## src/design/airs_pkg.sv

```systemverilog
package airs_pkg;

  // ---------------------------------------------------------------
  // register offsets
  // ---------------------------------------------------------------
  localparam logic [7:0] FIRST_PIN_ROUTE_CTRL_OFS = 8'h23;
  localparam logic [7:0] SECOND_PIN_ROUTE_CTRL_OFS = 8'h24;
  localparam logic [7:0] FILTER_SCALE_CONFIG_OFS = 8'h25;
  localparam logic [7:0] EVENT_STATUS_OFS = 8'h27;
  localparam logic [7:0] X_ACCEL_LOW_BYTE_OFS = 8'h28;
  localparam logic [7:0] X_ACCEL_HIGH_BYTE_OFS = 8'h29;

  // ---------------------------------------------------------------
  // reset values
  // ---------------------------------------------------------------
  localparam logic [7:0] ROUTE_RESET = 8'h00;
  localparam logic [1:0] CUTOFF_RESET = 2'h0;
  localparam logic [1:0] RANGE_RESET = 2'h0;
  localparam logic FILTER_PATH_RESET = 1'b0;
  localparam logic LOW_NOISE_RESET = 1'b0;
  localparam logic [7:0] READ_IDLE = 8'h00;

  // ---------------------------------------------------------------
  // first pin routing bits, also the event vector order
  // ---------------------------------------------------------------
  localparam int PIN_A_ORIENT_BIT = 7;
  localparam int PIN_A_ONE_KNOCK_BIT = 6;
  localparam int PIN_A_WAKEUP_BIT = 5;
  localparam int PIN_A_FREEFALL_BIT = 4;
  localparam int PIN_A_TWO_KNOCK_BIT = 3;
  localparam int PIN_A_BUF_FULL_BIT = 2;
  localparam int PIN_A_BUF_LEVEL_BIT = 1;
  localparam int PIN_A_NEW_SAMPLE_BIT = 0;

  // ---------------------------------------------------------------
  // second pin routing bits
  // ---------------------------------------------------------------
  localparam int PIN_B_SLEEPING_BIT = 7;
  localparam int PIN_B_SLEEP_TOGGLE_BIT = 6;
  localparam int PIN_B_TRIM_RELOAD_BIT = 5;
  localparam int PIN_B_TEMP_SAMPLE_BIT = 4;
  localparam int PIN_B_OVERRUN_BIT = 3;
  localparam int PIN_B_BUF_FULL_BIT = 2;
  localparam int PIN_B_BUF_LEVEL_BIT = 1;
  localparam int PIN_B_NEW_SAMPLE_BIT = 0;

  // ---------------------------------------------------------------
  // filter and scale fields, status bits
  // ---------------------------------------------------------------
  localparam int CUTOFF_LSB = 6;
  localparam int RANGE_LSB = 4;
  localparam int FILTER_PATH_BIT = 3;
  localparam int LOW_NOISE_BIT = 2;
  localparam int STAT_BUF_LEVEL_BIT = 7;
  localparam int STAT_WAKEUP_BIT = 6;
  localparam int STAT_SLEEP_BIT = 5;
  localparam int STAT_TWO_KNOCK_BIT = 4;
  localparam int STAT_ONE_KNOCK_BIT = 3;
  localparam int STAT_ORIENT_BIT = 2;
  localparam int STAT_FREEFALL_BIT = 1;
  localparam int STAT_NEW_SAMPLE_BIT = 0;

  // low power encoding with 12-bit output
  localparam logic [1:0] LOW_POWER_12BIT = 2'h0;

endpackage

```

## src/design/airs_pin_route.sv

```systemverilog
`timescale 1ns/1ps
`default_nettype none

module airs_pin_route #(
  parameter int WIDTH = 8
) (
  input wire logic sys_clk,
  input wire logic reset_n,
  input wire logic [WIDTH-1:0] enable,
  input wire logic [WIDTH-1:0] events,
  output logic pin
);

  typedef struct packed {
    logic pin;
  } airs_route_state_type;

  airs_route_state_type state_q;
  airs_route_state_type state_d;
  logic [WIDTH-1:0] gated;

  // ---------------------------------------------------------------
  // per event gating
  // ---------------------------------------------------------------
  genvar i;
  generate
    for (i = 0; i < WIDTH; i = i + 1) begin : g_gate
      assign gated[i] = enable[i] & events[i];
    end
  endgenerate

  always_comb begin
    state_d = state_q;
    state_d.pin = |gated;
  end

  always_ff @(posedge sys_clk or negedge reset_n) begin
    if (!reset_n) begin
      state_q <= '0;
    end else begin
      state_q <= state_d;
    end
  end

  assign pin = state_q.pin;
endmodule

`default_nettype wire

```

## src/design/airs_x_capture.sv

```systemverilog
`timescale 1ns/1ps
`default_nettype none

module airs_x_capture (
  input wire logic sys_clk,
  input wire logic reset_n,
  input wire logic [15:0] sample_x,
  input wire logic sample_valid,
  input wire logic block_update,
  input wire logic [1:0] low_power_select,
  input wire logic read_low,
  input wire logic read_high,
  output logic [7:0] out_low,
  output logic [7:0] out_high
);

  typedef enum logic [1:0] {
    AIRS_CAP_FREE = 2'b01,
    AIRS_CAP_HELD = 2'b10
  } airs_cap_mode_type;

  typedef struct packed {
    airs_cap_mode_type mode;
    logic [15:0] data;
    logic [15:0] pend;
    logic pend_valid;
    logic seen_low;
    logic seen_high;
  } airs_cap_state_type;

  airs_cap_state_type state_q;
  airs_cap_state_type state_d;
  logic [15:0] masked;

  // two lowest bits never carry data; 12-bit mode also drops 3:2
  always_comb begin
    masked = {sample_x[15:2], 2'b00};
    if (low_power_select == airs_pkg::LOW_POWER_12BIT) begin
      masked[3:2] = 2'b00;
    end
  end

  always_comb begin
    state_d = state_q;
    case (state_q.mode)
      AIRS_CAP_FREE: begin
        if (sample_valid) begin
          state_d.data = masked;
        end
        if (block_update && (read_low ^ read_high)) begin
          state_d.mode = AIRS_CAP_HELD;
          state_d.seen_low = read_low;
          state_d.seen_high = read_high;
          if (sample_valid) begin
            state_d.data = state_q.data;
            state_d.pend = masked;
            state_d.pend_valid = 1'b1;
          end
        end
      end
      AIRS_CAP_HELD: begin
        // newest sample waits so the pair stays coherent
        if (sample_valid) begin
          state_d.pend = masked;
          state_d.pend_valid = 1'b1;
        end
        state_d.seen_low = state_q.seen_low | read_low;
        state_d.seen_high = state_q.seen_high | read_high;
        if ((state_d.seen_low && state_d.seen_high) || !block_update) begin
          state_d.mode = AIRS_CAP_FREE;
          state_d.seen_low = 1'b0;
          state_d.seen_high = 1'b0;
          state_d.pend_valid = 1'b0;
          if (sample_valid) begin
            state_d.data = masked;
          end else if (state_q.pend_valid) begin
            state_d.data = state_q.pend;
          end
        end
      end
      default: begin
        state_d.mode = AIRS_CAP_FREE;
      end
    endcase
  end

  always_ff @(posedge sys_clk or negedge reset_n) begin
    if (!reset_n) begin
      state_q <= '{mode: AIRS_CAP_FREE, default: '0};
    end else begin
      state_q <= state_d;
    end
  end

  assign out_low = state_q.data[7:0];
  assign out_high = state_q.data[15:8];
endmodule

`default_nettype wire

```

## src/design/airs_regs.sv

```systemverilog
// How it works
// - first routing register: eight enables for pin one
// - pin one bit 3 carries double tap
// - all routing enables reset to zero
// - second routing register: eight enables for pin two
// - temperature sample enable signals on pin two
// - trim reload busy enable shows on pin two
// - overrun enable drives pin two
// - sleep change enable signals each state transition
// - two-bit cutoff field selects filter bandwidth
// - two-bit range field selects full scale
// - filter path bit resets low, picks path
// - status bit 7: buffer at or above threshold
// - status bit 6: wakeup detected
// - status bit 5: sleep event present
// - status bits 4,3: double and single tap
// - status bit 2: orientation change detected
// - status bit 1: free fall detected
// - status bit 0: all axes new sample
// - x low byte, two lowest bits zero
// - 12-bit mode also zeroes low bits 3,2
// - x high byte completes two's complement word
// - block update holds pair until both read
// - latch mode holds events, else pulses
// - low power encoding 00 means 12-bit
`timescale 1ns/1ps
`default_nettype none

module airs_regs (
  input wire logic sys_clk,
  input wire logic reset_n,
  input wire logic [7:0] reg_addr,
  input wire logic reg_wr_en,
  input wire logic [7:0] reg_wr_data,
  input wire logic reg_rd_en,
  output logic [7:0] reg_rd_data,
  output logic reg_rd_valid,
  input wire logic block_update,
  input wire logic latch_mode,
  input wire logic [1:0] low_power_select,
  input wire logic orient_event,
  input wire logic one_knock_event,
  input wire logic wakeup_event,
  input wire logic freefall_event,
  input wire logic two_knock_event,
  input wire logic sleeping,
  input wire logic sleep_toggle,
  input wire logic trim_reload_busy,
  input wire logic temp_sample,
  input wire logic buf_overrun,
  input wire logic buf_full,
  input wire logic buf_level_flag,
  input wire logic new_sample,
  input wire logic [15:0] sample_x,
  output logic first_irq_pin,
  output logic second_irq_pin,
  output logic [1:0] cutoff_select,
  output logic [1:0] range_select,
  output logic filter_path_select,
  output logic low_noise_select
);

  // ---------------------------------------------------------------
  // state
  // ---------------------------------------------------------------
  // flags order: orient, one knock, wakeup, freefall, two knock
  typedef struct packed {
    logic [7:0] route_a;
    logic [7:0] route_b;
    logic [1:0] cutoff;
    logic [1:0] range;
    logic path;
    logic low_noise;
    logic [4:0] flags;
    logic new_sample_flag;
    logic [7:0] rd_data;
    logic rd_valid;
  } airs_regs_state_type;

  airs_regs_state_type state_q;
  airs_regs_state_type state_d;

  logic [4:0] raw_events;
  logic [7:0] events_a;
  logic [7:0] events_b;
  logic [7:0] status_view;
  logic [7:0] cfg_view;
  logic [7:0] x_low;
  logic [7:0] x_high;
  logic hit_status;
  logic rd_x_low;
  logic rd_x_high;

  assign raw_events = {
    orient_event,
    one_knock_event,
    wakeup_event,
    freefall_event,
    two_knock_event
  };
  assign hit_status = reg_rd_en && (reg_addr == airs_pkg::EVENT_STATUS_OFS);
  assign rd_x_low = reg_rd_en && (reg_addr == airs_pkg::X_ACCEL_LOW_BYTE_OFS);
  assign rd_x_high = reg_rd_en && (reg_addr == airs_pkg::X_ACCEL_HIGH_BYTE_OFS);

  // ---------------------------------------------------------------
  // event vectors feeding the pins
  // ---------------------------------------------------------------
  always_comb begin
    events_a = '0;
    events_a[airs_pkg::PIN_A_ORIENT_BIT] = state_q.flags[4];
    events_a[airs_pkg::PIN_A_ONE_KNOCK_BIT] = state_q.flags[3];
    events_a[airs_pkg::PIN_A_WAKEUP_BIT] = state_q.flags[2];
    events_a[airs_pkg::PIN_A_FREEFALL_BIT] = state_q.flags[1];
    events_a[airs_pkg::PIN_A_TWO_KNOCK_BIT] = state_q.flags[0];
    events_a[airs_pkg::PIN_A_BUF_FULL_BIT] = buf_full;
    events_a[airs_pkg::PIN_A_BUF_LEVEL_BIT] = buf_level_flag;
    events_a[airs_pkg::PIN_A_NEW_SAMPLE_BIT] = state_q.new_sample_flag;
    events_b = '0;
    events_b[airs_pkg::PIN_B_SLEEPING_BIT] = sleeping;
    events_b[airs_pkg::PIN_B_SLEEP_TOGGLE_BIT] = sleep_toggle;
    events_b[airs_pkg::PIN_B_TRIM_RELOAD_BIT] = trim_reload_busy;
    events_b[airs_pkg::PIN_B_TEMP_SAMPLE_BIT] = temp_sample;
    events_b[airs_pkg::PIN_B_OVERRUN_BIT] = buf_overrun;
    events_b[airs_pkg::PIN_B_BUF_FULL_BIT] = buf_full;
    events_b[airs_pkg::PIN_B_BUF_LEVEL_BIT] = buf_level_flag;
    events_b[airs_pkg::PIN_B_NEW_SAMPLE_BIT] = state_q.new_sample_flag;
  end

  // ---------------------------------------------------------------
  // read views
  // ---------------------------------------------------------------
  always_comb begin
    status_view = '0;
    status_view[airs_pkg::STAT_BUF_LEVEL_BIT] = buf_level_flag;
    status_view[airs_pkg::STAT_WAKEUP_BIT] = state_q.flags[2];
    status_view[airs_pkg::STAT_SLEEP_BIT] = sleeping;
    status_view[airs_pkg::STAT_TWO_KNOCK_BIT] = state_q.flags[0];
    status_view[airs_pkg::STAT_ONE_KNOCK_BIT] = state_q.flags[3];
    status_view[airs_pkg::STAT_ORIENT_BIT] = state_q.flags[4];
    status_view[airs_pkg::STAT_FREEFALL_BIT] = state_q.flags[1];
    status_view[airs_pkg::STAT_NEW_SAMPLE_BIT] = state_q.new_sample_flag;
    cfg_view = '0;
    cfg_view[airs_pkg::CUTOFF_LSB +: 2] = state_q.cutoff;
    cfg_view[airs_pkg::RANGE_LSB +: 2] = state_q.range;
    cfg_view[airs_pkg::FILTER_PATH_BIT] = state_q.path;
    cfg_view[airs_pkg::LOW_NOISE_BIT] = state_q.low_noise;
  end

  // ---------------------------------------------------------------
  // next state
  // ---------------------------------------------------------------
  always_comb begin
    state_d = state_q;
    // pulsed mode lets flags track the engine; latched keeps them until status read
    if (latch_mode) begin
      state_d.flags = (state_q.flags & {5{~hit_status}}) | raw_events;
    end else begin
      state_d.flags = raw_events;
    end
    // a new sample arriving with the high byte read still sets the flag
    state_d.new_sample_flag = (state_q.new_sample_flag & ~rd_x_high) | new_sample;
    if (reg_wr_en) begin
      case (reg_addr)
        airs_pkg::FIRST_PIN_ROUTE_CTRL_OFS: begin
          state_d.route_a = reg_wr_data;
        end
        airs_pkg::SECOND_PIN_ROUTE_CTRL_OFS: begin
          state_d.route_b = reg_wr_data;
        end
        airs_pkg::FILTER_SCALE_CONFIG_OFS: begin
          state_d.cutoff = reg_wr_data[airs_pkg::CUTOFF_LSB +: 2];
          state_d.range = reg_wr_data[airs_pkg::RANGE_LSB +: 2];
          state_d.path = reg_wr_data[airs_pkg::FILTER_PATH_BIT];
          state_d.low_noise = reg_wr_data[airs_pkg::LOW_NOISE_BIT];
        end
        default: begin
          // status and x output are read-only; nothing else mapped
          state_d.route_a = state_q.route_a;
        end
      endcase
    end
    state_d.rd_valid = reg_rd_en;
    if (reg_rd_en) begin
      case (reg_addr)
        airs_pkg::FIRST_PIN_ROUTE_CTRL_OFS: begin
          state_d.rd_data = state_q.route_a;
        end
        airs_pkg::SECOND_PIN_ROUTE_CTRL_OFS: begin
          state_d.rd_data = state_q.route_b;
        end
        airs_pkg::FILTER_SCALE_CONFIG_OFS: begin
          state_d.rd_data = cfg_view;
        end
        airs_pkg::EVENT_STATUS_OFS: begin
          state_d.rd_data = status_view;
        end
        airs_pkg::X_ACCEL_LOW_BYTE_OFS: begin
          state_d.rd_data = x_low;
        end
        airs_pkg::X_ACCEL_HIGH_BYTE_OFS: begin
          state_d.rd_data = x_high;
        end
        default: begin
          state_d.rd_data = airs_pkg::READ_IDLE;
        end
      endcase
    end
  end

  always_ff @(posedge sys_clk or negedge reset_n) begin
    if (!reset_n) begin
      state_q <= '{route_a: airs_pkg::ROUTE_RESET,
                   route_b: airs_pkg::ROUTE_RESET,
                   cutoff: airs_pkg::CUTOFF_RESET,
                   range: airs_pkg::RANGE_RESET,
                   path: airs_pkg::FILTER_PATH_RESET,
                   low_noise: airs_pkg::LOW_NOISE_RESET,
                   flags: 5'h00,
                   new_sample_flag: 1'b0,
                   rd_data: airs_pkg::READ_IDLE,
                   rd_valid: 1'b0};
    end else begin
      state_q <= state_d;
    end
  end

  // ---------------------------------------------------------------
  // pins and sample holding
  // ---------------------------------------------------------------
  airs_pin_route #(.WIDTH(8)) u_pin_a (
    .sys_clk(sys_clk),
    .reset_n(reset_n),
    .enable(state_q.route_a),
    .events(events_a),
    .pin(first_irq_pin)
  );

  airs_pin_route #(.WIDTH(8)) u_pin_b (
    .sys_clk(sys_clk),
    .reset_n(reset_n),
    .enable(state_q.route_b),
    .events(events_b),
    .pin(second_irq_pin)
  );

  airs_x_capture u_x_capture (
    .sys_clk(sys_clk),
    .reset_n(reset_n),
    .sample_x(sample_x),
    .sample_valid(new_sample),
    .block_update(block_update),
    .low_power_select(low_power_select),
    .read_low(rd_x_low),
    .read_high(rd_x_high),
    .out_low(x_low),
    .out_high(x_high)
  );

  assign reg_rd_data = state_q.rd_data;
  assign reg_rd_valid = state_q.rd_valid;
  assign cutoff_select = state_q.cutoff;
  assign range_select = state_q.range;
  assign filter_path_select = state_q.path;
  assign low_noise_select = state_q.low_noise;
endmodule

`default_nettype wire

```

## config.mk

```make
export PLATFORM = sky130hd
export DESIGN_NAME = airs_regs
export DESIGN_NICKNAME = d
export VERILOG_FILES = /design/src/design/airs_pkg.sv /design/src/design/airs_pin_route.sv /design/src/design/airs_x_capture.sv /design/src/design/airs_regs.sv
export SDC_FILE = /design/constraint.sdc
export NUM_CORES = 1
export LEC_CHECK = 0
export ABC_AREA = 1
export BUFFER_PORTS_ARGS = -buffer_cell sky130_fd_sc_hd__buf_4
export CAP_MARGIN = 10
export CORE_MARGIN = 2
export CORE_UTILIZATION = 37
export DETAILED_ROUTE_END_ITERATION = 8
export GPL_TIMING_DRIVEN = 0
export PLACE_DENSITY_LB_ADDON = 0.12
export SLEW_MARGIN = 15
export SYNTH_ARGS = -nofsm -noshare
export SYNTH_HDL_FRONTEND = slang
export SYNTH_HIERARCHICAL = 1
export SYNTH_SLANG_ARGS = --single-unit
export TNS_END_PERCENT = 100
```

## constraint.sdc

```tcl
create_clock -name sys_clk -period 2.41 [get_ports sys_clk]
set_input_delay 0.723 -clock sys_clk [delete_from_list [all_inputs] [get_ports sys_clk]]
set_output_delay 0.723 -clock sys_clk [all_outputs]
set_load 0.05 [all_outputs]
```

======== Yosys cells after proc, flatten, opt, wreduce, memory -nomap -nowiden ========
Index checks and enable logic that the tools add are counted.
cells by class
  equal/unequal tests ..................... 15
  mux-type cells .......................... 13
  bitwise operators ....................... 25
  reduce and logical (&&, ||, !) cells .... 19
operators with widths
  kind                                           number
  case mux 35 bit (2 select lines)               1
  == test 8 x 6 -> 1 bit, second input constant  6
  two-way mux 16 bit                             3
  case mux 8 bit (6 select lines)                1
  two-way mux 37 bit                             1
  two-way mux 33 bit                             1
  two-way mux 18 bit                             1
  bitwise AND 1 bit                              17
  two-way mux 17 bit                             1
  OR reduction 8 bit                             2
  AND reduction 4 bit                            3
  AND reduction 2 bit                            5
  != test 3 x 2 -> 1 bit, second input constant  2
  bitwise AND 5 bit                              1
  logical AND 1 bit                              5
  two-way mux 5 bit                              1
  OR 5 bit                                       1
  != test 2 x 1 -> 1 bit, second input constant  2
  != test 2 bit, second input constant           2
  case mux 2 bit (2 select lines)                1
  two-way mux 3 bit                              1
  != test 3 bit, second input constant           1
  OR 1 bit                                       3
  == test 2 x 1 -> 1 bit, second input constant  1
  8 further kinds                                9
storage, ports and cells
  register bits after elaboration ......... 76
  bits of input ports ..................... 53
  output and inout bits ................... 17
  word-level logic and storage cells ...... 90

======== Logic depth before layout (Yosys ltp) ========
Gate-level depths: netlist (run 1).
  word-level depth ........................ 7
  gate-level depth with buffers ........... 16
  mapped depth without buffers ............ 14

======== Modules after synthesis ========
Netlist (run 1), hierarchy kept.
by module, submodules not included
  module          times used  cells each  area an instance (um2)  sequential area each (um2)
  airs_x_capture  1           303         2148.3                  877.1
  airs_regs       1           266         2119.5                  925.9
  airs_pin_route  2           16          81.3                    25.0

======== Worst setup path before layout (run 1) ========
Ideal clock, no wire load.
  path kind ............................... in2reg
  start ................................... input reg_addr[4]
  end ..................................... register u_x_capture.state_q, in the netlist u_x_capture/out_low[1]
  setup time .............................. 0.119 ns
  arrival ................................. 2.299 ns
  slack ................................... -0.008 ns
  cell stages on the path ................. 13
  path through ............................ inv_1 -> nand2_2 -> nor2_8 -> buf_4 -> nand2_1 -> nor2_1 -> nand2_1 -> nand2_2 -> nor2_8 -> nand3_2 -> nand3_4 -> buf_6 -> o21a_1
between the ends
  cells in the longest elaborated chain, start to end .. 7
  elaborated cells between the ends (all ways) .. 15
  those cells by class .................... eq/ne: 4; mux: 2; bitwise: 3; reduce/logical: 6
ends and longest elaborated chain
  element                                  line                  RTL
  start, declared                          airs_regs.sv:32       input wire logic [7:0] reg_addr,
  == test 8 x 6 -> 1 bit (*)               airs_regs.sv:103      assign rd_x_high = reg_rd_en && (reg_addr == airs_pkg::X_ACCEL_HIGH_BYTE_OFS);
  logical AND 1 bit (*)                    airs_regs.sv:103
  named net rd_x_high                      airs_regs.sv:92       logic rd_x_high;
  OR 1 bit                                 airs_x_capture.sv:68  state_d.seen_high = state_q.seen_high | read_high;
  logical AND 1 bit                        airs_x_capture.sv:69  if ((state_d.seen_low && state_d.seen_high) || !block_update) begin
  logical OR 1 bit                         airs_x_capture.sv:69
  != test 2 x 1 -> 1 bit (no source line)  n/a
  AND reduction 4 bit (no source line)     n/a
  end signal, assigned                     airs_x_capture.sv:91  state_q <= state_d;
  end, declared                            airs_x_capture.sv:31  airs_cap_state_type state_q;
The timed path passes the listed nets; every way through them passes the cells marked *. The select of a mux whose other input is x is not followed.
A chain may end at the register's enable or synchronous reset.

======== Worst setup path after layout (run 1) ========
  start ................................... input reg_addr[6]
  end ..................................... register u_x_capture/state_q[9] (netlist bit)
between the ends
  cells in the longest elaborated chain, start to end .. 6
  elaborated cells between the ends (all ways) .. 8
  those cells by class .................... eq/ne: 3; bitwise: 1; reduce/logical: 4
ends and longest elaborated chain
  element                                  line                  RTL
  == test 8 x 6 -> 1 bit                   airs_regs.sv:103
  logical AND 1 bit                        airs_regs.sv:103
  named net rd_x_high                      airs_regs.sv:92
  XOR 1 bit                                airs_x_capture.sv:50  if (block_update && (read_low ^ read_high)) begin
  logical AND 1 bit                        airs_x_capture.sv:50
  != test 2 x 1 -> 1 bit (no source line)  n/a
  AND reduction 4 bit (no source line)     n/a
The timed path passes the listed nets, and every way through them passes these cells.

==> summary.md, run 1 <==
| Metric | Value |
|---|---|
| Outcome | `complete, no violations` |
| Final instance area | `5630 sq um` |
| Measured slew at the worst slew-check pin | `0.939 ns` |
| Critical path cell sequence | `buf_4, inv_1, nand2_2, nor2_8, buf_6, nand2_1, nor2_4, nor2_2, nor2_8, nand2_2, nand2_2, nand2_4, buf_6, nand2_1, o21ai_1` |
| Clock root buffer master | `clkbuf_16` |
| GR met1 Demand/Resource | `24.3%` |
| Number of synthesized flops with an enable pin | `0` |
| WP buf/inv | `4` |
| Net Count, Synth | `654` |
| Routability congestion estimate from global placement | `0.846` |
| Number of buffers inserted by port buffering | `67` |
| Number of global-route vias before repair | `3,880` |
| Number of max-cap violations | `0` |
| Worst vdd rail ir drop | `388 uV` |
| Largest fanout on the critical path | `10` |
| Area of the core | `11,600 sq um` |
| Worst rel slew slack | `37.4%` |
| Achievable Freq | `440 MHz` |
| Number of hold violations in the final report | `0` |
| Family of cells with the greatest summed delay on the critical path | `simple AND/OR/NAND/NOR gates` |
| I/O pins | `70` |
| Worst Hold Margin | `0.486 ns` |
| Register bit count reported by yosys | `74` |
| Latest clock arrival within the worst-skew pair | `0.33 ns` |
| Final max-slew violation count | `0` |
| Synth Cell Area | `4430 sq um` |
| Global routing usage on met3 | `3.67%` |
| Number of different library cells in the post-synthesis netlist | `28` |
| Leading register cell type out of synthesis | `dfrtp_1` |
| DP HPWL | `8620 um` |
| DIE HEIGHT | `113 um` |
| Shortest period the worst path allows | `2.27 ns` |
| Remaining design rule violation count | `0` |
| Clock tree from TritonCTS | `built` |
| Number of buffers created by CTS | `9` |
| Number of inserted diodes | `0` |
| Total die area | `12,900 sq um` |
| Global Route Usage Sum | `18.4%` |
| Initial antenna violation count | `0` |
| FP Rows | `39` |
| Placed cell areas | `5110 sq um` |
| Met2 routing resource usage after global routing | `30.6%` |
| Drt initial violations | `202` |
| Max H-tree Level | `3` |
| Router iterations before antenna repair | `4` |
| Initial core utilization | `38.3%` |
| Grt ovf | `0` |
| Worst Clk Skew | `0.00638 ns` |
| Post-synth ARST share | `100%` |
| Final Setup Violations | `0` |
| Layout cells sized above 1 | `26.9%` |
| Wire length of the first global-routing pass | `18,900 um` |
| Worst-path cell with the longest stage delay | `nor2_8` |
| Largest net degree at the start of global routing | `75` |
| Critical path arrival | `2.49 ns` |
| Sort of element at the end of the critical path | `flop` |
| Layout-stage area growth over the synthesis result | `27.1%` |
| Required time worst endpoint | `2.63 ns` |
| Clock slew at the register clock pins of the worst setup and hold paths | `0.06 ns` |
| Total detailed-routing wirelength | `11,500 um` |
| Portion of the post-synthesis area used by sequential elements | `41.8%` |
| Via count | `4,010` |
| Die Width | `113 um` |
| Post-CTS Hold Fix Bufs | `0` |
| Startpoint class of the critical path | `input pin` |
| Nets | `747` |
| Most used cell, CP | `nand2_2` |
| Crit Path Category | `input pin to flop` |
| Hold WC Path Type | `flop to flop` |
| Instance count of the mapped netlist | `601` |
| Sink Count | `74` |
| Clock tree buffer depth | `2` |
| Average wire per standard cell | `13.7 um` |
| Final Cycle Share | `94.2%` |
| Post-DR vias/cell | `4.76` |
| Crit path largest cell delay | `0.20 ns` |
| Mapped Avg Cell Area | `7.37 sq um` |
| Total leakage power | `3.04 nW` |
| Warnings, synthesis | `6` |
| Final core occ | `48.7%` |
| Pwr/cell area | `609 nW/um^2` |
| Detail Route Antenna Nets | `0` |
| Global-route layer with the greatest usage | `met2` |
## layout make-up
class,count,area [sq um]
Inverter,43,161
Sequential cell,74,1850
Fill cell,1178,5940
Multi-Input combinational cell,440,2110
Timing Repair Buffer,81,608
Tap cell,143,179
Clock buffer,12,256
Buffer,45,359
Clock inverter,4,97.6
## cell usage after synthesis, types with 9 or more instances
| cell | instances | area share [%] |
|---|---|---|
| nand2_1 | 250 | 21 |
| dfrtp_1 | 73 | 41 |
| nor2_1 | 46 | 3.9 |
| nand3_1 | 43 | 4.9 |
| inv_1 | 37 | 3.1 |
| buf_4 | 31 | 5.3 |
| o21ai_0 | 19 | 2.1 |
| a21oi_1 | 15 | 1.7 |
| o21ai_2 | 11 | 2.2 |
| buf_6 | 9 | 2.3 |
| o21a_1 | 9 | 1.5 |
| o21ai_1 | 9 | 1.0 |
## state kept, by name, indices dropped and copies added (netlist names)
register              count
u_x_capture/state_q      19
range_select              2
u_pin_a/pin               1
reg_rd_valid              1
events_a                  6
u_pin_b/pin               1
filter_path_select        1
state_q                  16
reg_rd_data               8
low_noise_select          1
u_x_capture/out_low       8
cutoff_select             2
u_x_capture/out_high      8
## stage by stage
stage	std cells	TNS (ns)	power (mW)	setup slack, ns
finish	842	0	3.43	0.139
detailed placement	811	-13.49	1.85	-0.481
CTS	827	0	3.44	0.00667
global placement	811	-12.76	1.84	-0.461
global route	842	-0.0116	3.57	-0.0116
floorplan	601	0	1.65	0.0551
## final timing paths
path	start	endpoint	slack [ns]	depth (start not counted)
worst max-delay path	reg_addr[6]	u_x_capture/state_q[9]	0.14	15
worst min-delay path	reg_rd_data[0]	reg_rd_data[0]	0.49	2
worst max register to register	u_x_capture/state_q[35]	u_x_capture/state_q[11]	0.88	7
worst min register to register	reg_rd_data[0]	reg_rd_data[0]	0.49	2
max in group asynchronous	reset_n	u_x_capture/state_q[7]	1.27	1
min in group asynchronous	reset_n	events_a[6]	0.53	1
## power breakdown
group          switching (mW)  leakage (nW)  total [mW]  internal [mW]
Sequential             0.0553         0.934        1.37           1.31
Clock                   0.522         0.169        1.59           1.07
Combinational           0.274          1.94       0.472          0.198
## cell usage in the layout (no fill, tap or decap), drive strengths merged
cell type / Yosys / final
nand4: 1 / 1
clkbuf: 1 / 13
buf: 44 / 125
o21bai: 7 / 7
nor2: 59 / 60
nand2: 259 / 259
bufinv: 0 / 3
dfrtp: 73 / 73
nand3: 47 / 47
o31ai: 2 / 2
dfstp: 1 / 1
o21a: 9 / 9
clkinvlp: 0 / 1
o21ai: 39 / 39
inv: 43 / 43
a21oi: 16 / 16
## tightest hold or removal path: stages (launching register included)
cell and delay [ns]:
dfrtp_1 0.34, nand2_1 0.05, nand2_1 0.06
## layer usage
metal / vias to the layer above / part of all wire (%)
li1: 2057 / -
met1: 1839 / 46
met2: 99 / 48
met3: 15 / 4.7
met4: 0 / 2.0
met5: - / 0
## cell families after synthesis
logic type / Yosys count / synth area share [%]
buffers and inverters: 88 / 11.7
DFF: 74 / 41.8
AOI/OAI and AO/OA: 73 / 10.3
and+or+nand+nor: 366 / 36.2
## what timing repair did
action	in CTS	in global routing
endpoints found under the setup margin	32	32
pin swaps	0	6
endpoints found under the hold margin	0	0
gates resized for setup	3	9
gates cloned	0	1
buffers inserted	0	14
Power figures use the tool's default switching activity.
==> run 2, diff against run 1 <==
--- a/config.mk
+++ b/config.mk
@@ -9,9 +9,10 @@
 export BUFFER_PORTS_ARGS = -buffer_cell sky130_fd_sc_hd__buf_4
 export CAP_MARGIN = 10
 export CORE_MARGIN = 2
-export CORE_UTILIZATION = 37
+export CORE_UTILIZATION = 60
 export DETAILED_ROUTE_END_ITERATION = 8
 export GPL_TIMING_DRIVEN = 0
+export HOLD_SLACK_MARGIN = 0.08
 export PLACE_DENSITY_LB_ADDON = 0.12
 export SLEW_MARGIN = 15
 export SYNTH_ARGS = -nofsm -noshare
==> run 2 against run 1 <==
Against the previous run:
- register-to-register slack improved by 0.03 ns
- largest cell class unchanged
- first-iteration DRC count increased by 15%
- utilization increased by 25 points
- global-route usage increased by 9.2 points
- count of clock-buffer cells in the layout rose by 2
- non-clock buffer count shrank 11
==> summary.md, run 2 (synthesis results as in run 1) <==
| Metric | Value |
|---|---|
| Outcome | `complete, no violations` |
| Clock tree buffer depth | `2` |
| Clock slew at the register clock pins of the worst setup and hold paths | `0.07 ns` |
| Wire length of the first global-routing pass | `18,100 um` |
| Crit Path Category | `input pin to flop` |
| Worst Clk Skew | `0.00580 ns` |
| Crit path largest cell delay | `0.24 ns` |
| Hold WC Path Type | `input pin to async pin` |
| DP HPWL | `7880 um` |
| Launch point of the critical path | `reg_addr[2]` |
| Clock root buffer master | `clkbuf_8` |
| Total die area | `8090 sq um` |
| Number of global-route vias before repair | `3,910` |
| Most used cell, CP | `nand2_1` |
| Layout-stage area growth over the synthesis result | `19.5%` |
| Final Cycle Share | `92.7%` |
| Number of hold violations in the final report | `0` |
| Largest net degree at the start of global routing | `75` |
| Sort of element at the end of the critical path | `flop` |
| R2R Path Start | `u_x_capture/state_q[35]` |
| Layout cells sized above 1 | `25.2%` |
| Detail Route Antenna Nets | `0` |
| Leading cell types in the layout, fill and taps excluded | `nand2_1 (250), buf_4 (101), dfrtp_1 (73)` |
| Die Width | `89.9 um` |
| Shortest period the worst path allows | `2.23 ns` |
| Sink Count | `74` |
| Worst-path cell with the longest stage delay | `nor2_4` |
| Initial antenna violation count | `0` |
| Post-DR vias/cell | `5.11` |
| Startpoint class of the critical path | `input pin` |
| R2R Path End | `u_x_capture/out_high[3]` |
| Max H-tree Level | `3` |
| Final max-slew violation count | `0` |
| Worst rel slew slack | `37.8%` |
| Area of the core | `7210 sq um` |
| Remaining design rule violation count | `0` |
| Critical path arrival | `2.51 ns` |
| Achievable Freq | `448 MHz` |
| Number of max-cap violations | `0` |
| Number of cells in the finished layout apart from fillers | `786` |
| Nets | `735` |
| Clock tree from TritonCTS | `built` |
| Required time worst endpoint | `2.69 ns` |
| Worst setup path endpoint | `u_x_capture/state_q[6]` |
| Initial core utilization | `61.4%` |
| Worst vdd rail ir drop | `323 uV` |
| Global Route Usage Sum | `27.6%` |
| Total detailed-routing wirelength | `10,500 um` |
| Via count | `4,013` |
| Critical path cell sequence | `buf_4, inv_1, nand2_1, nor2_4, nand2_1, nor2_4, nand2_1, nand2_2, nor2_8, nand2_2, nand2_2, nand2_4, buf_6, nand2_1, o21ai_1` |
| Most frequent standard cell in the layout excluding fill and tap cells | `nand2_1` |
| Total leakage power | `2.90 nW` |
| I/O pins | `70` |
| DIE HEIGHT | `89.9 um` |
| Measured slew at the worst slew-check pin | `0.934 ns` |
| Setup repair after global routing missed its margin | `false` |
| Worst Hold Margin | `0.486 ns` |
| Latest clock arrival within the worst-skew pair | `0.36 ns` |
| Largest reg by FF count | `u_x_capture/state_q` |
| Design Power | `2.73 mW` |
| Worst r2r path cells | `7` |
| Largest fanout on the critical path | `10` |
| Router iterations before antenna repair | `5` |
| Setup TNS | `0 ns` |
| Number of buffers inserted by port buffering | `67` |
| Pwr/cell area | `515 nW/um^2` |
| Final Setup Violations | `0` |
| Number of flip-flops in the largest register | `19` |
| Average wire per standard cell | `13.4 um` |
| Routability congestion estimate from global placement | `0.909` |
| Final instance area | `5300 sq um` |
| Placed cell areas | `5060 sq um` |
| FP Rows | `31` |
| Register-to-Register Setup Slack | `0.91 ns` |
| Placed cell count | `767` |
| Number of inserted diodes | `0` |
| Number of buffers created by CTS | `9` |
| Drt initial violations | `233` |
| Grt ovf | `0` |
| Top Registers | `u_x_capture/state_q: 19 flops, state_q: 16 flops` |
run 2: cell types whose count changed in the layout (fill, tap and decap cells not counted), sizes merged:
cell	before	now
bufinv	3	0
nor2	60	59
clkbuf	13	15
buf	125	114
clkinv	0	2
clkinvlp	1	0
run 2: final cells by class:
| cell class | instances | area [sq um] |
|---|---|---|
| plain buffers | 45 | 355 |
| clock buffers | 14 | 173 |
| clock inverters | 2 | 10.0 |
| fillers | 595 | 1920 |
| inverters | 43 | 161 |
| multi-input cells | 439 | 2090 |
| flip-flops and latches | 74 | 1850 |
| well taps | 99 | 124 |
| repair buffers | 70 | 526 |
run 2: worst min-delay path by stage:
stage                                 start                      end  slack, ns  cells past startpoint
floorplan                           reset_n         cutoff_select[0]       0.43                      0
global placement    u_x_capture/state_q[14]  u_x_capture/state_q[14]       0.47                      2
detailed placement  u_x_capture/state_q[14]  u_x_capture/state_q[14]       0.47                      2
CTS                 u_x_capture/state_q[14]  u_x_capture/state_q[14]       0.49                      2
global route        u_x_capture/state_q[14]  u_x_capture/state_q[14]       0.50                      2
finish                              reset_n              state_q[35]       0.49                      1
run 2: repair_timing:
item                       4_1_cts  5_1_grt
cloned                           0        0
setup buffers                    0        3
setup endpoints to repair       16       32
hold endpoints to repair         0        0
pin swaps                        0        1
hold buffers                     0        0
gates resized for setup          2        4
run 2: where the power goes:
| group | switching (mW) | total, mW | internal [mW] |
|---|---|---|---|
| combinational | 0.266 | 0.458 | 0.192 |
| sequential | 0.0546 | 1.36 | 1.31 |
| clock | 0.451 | 0.907 | 0.456 |
| total | 0.771 | 2.73 | 1.96 |
run 2: per-layer routing:
layer	track usage [%]	routed length [um]	share of wire, %
met5	0	0	0
met4	13.6	376	3.6
met3	3.69	554	5.3
met2	47.7	5220	50
met1	34.1	4370	42
run 2: critical path, delay by kind of cell:
| family | cells | cell delay (ns) |
|---|---|---|
| simple gates | 11 | 1.34 |
| compound gates | 1 | 0.09 |
| buf+inv | 3 | 0.36 |
run 2: per-stage QoR:
stage               worst slack [ns]  utilization [%]
floorplan                     0.0551                -
global placement              -0.389             70.1
detailed placement            -0.438             70.1
CTS                           0.0139             72.8
global route                  0.0214             73.4
finish                         0.177             73.4
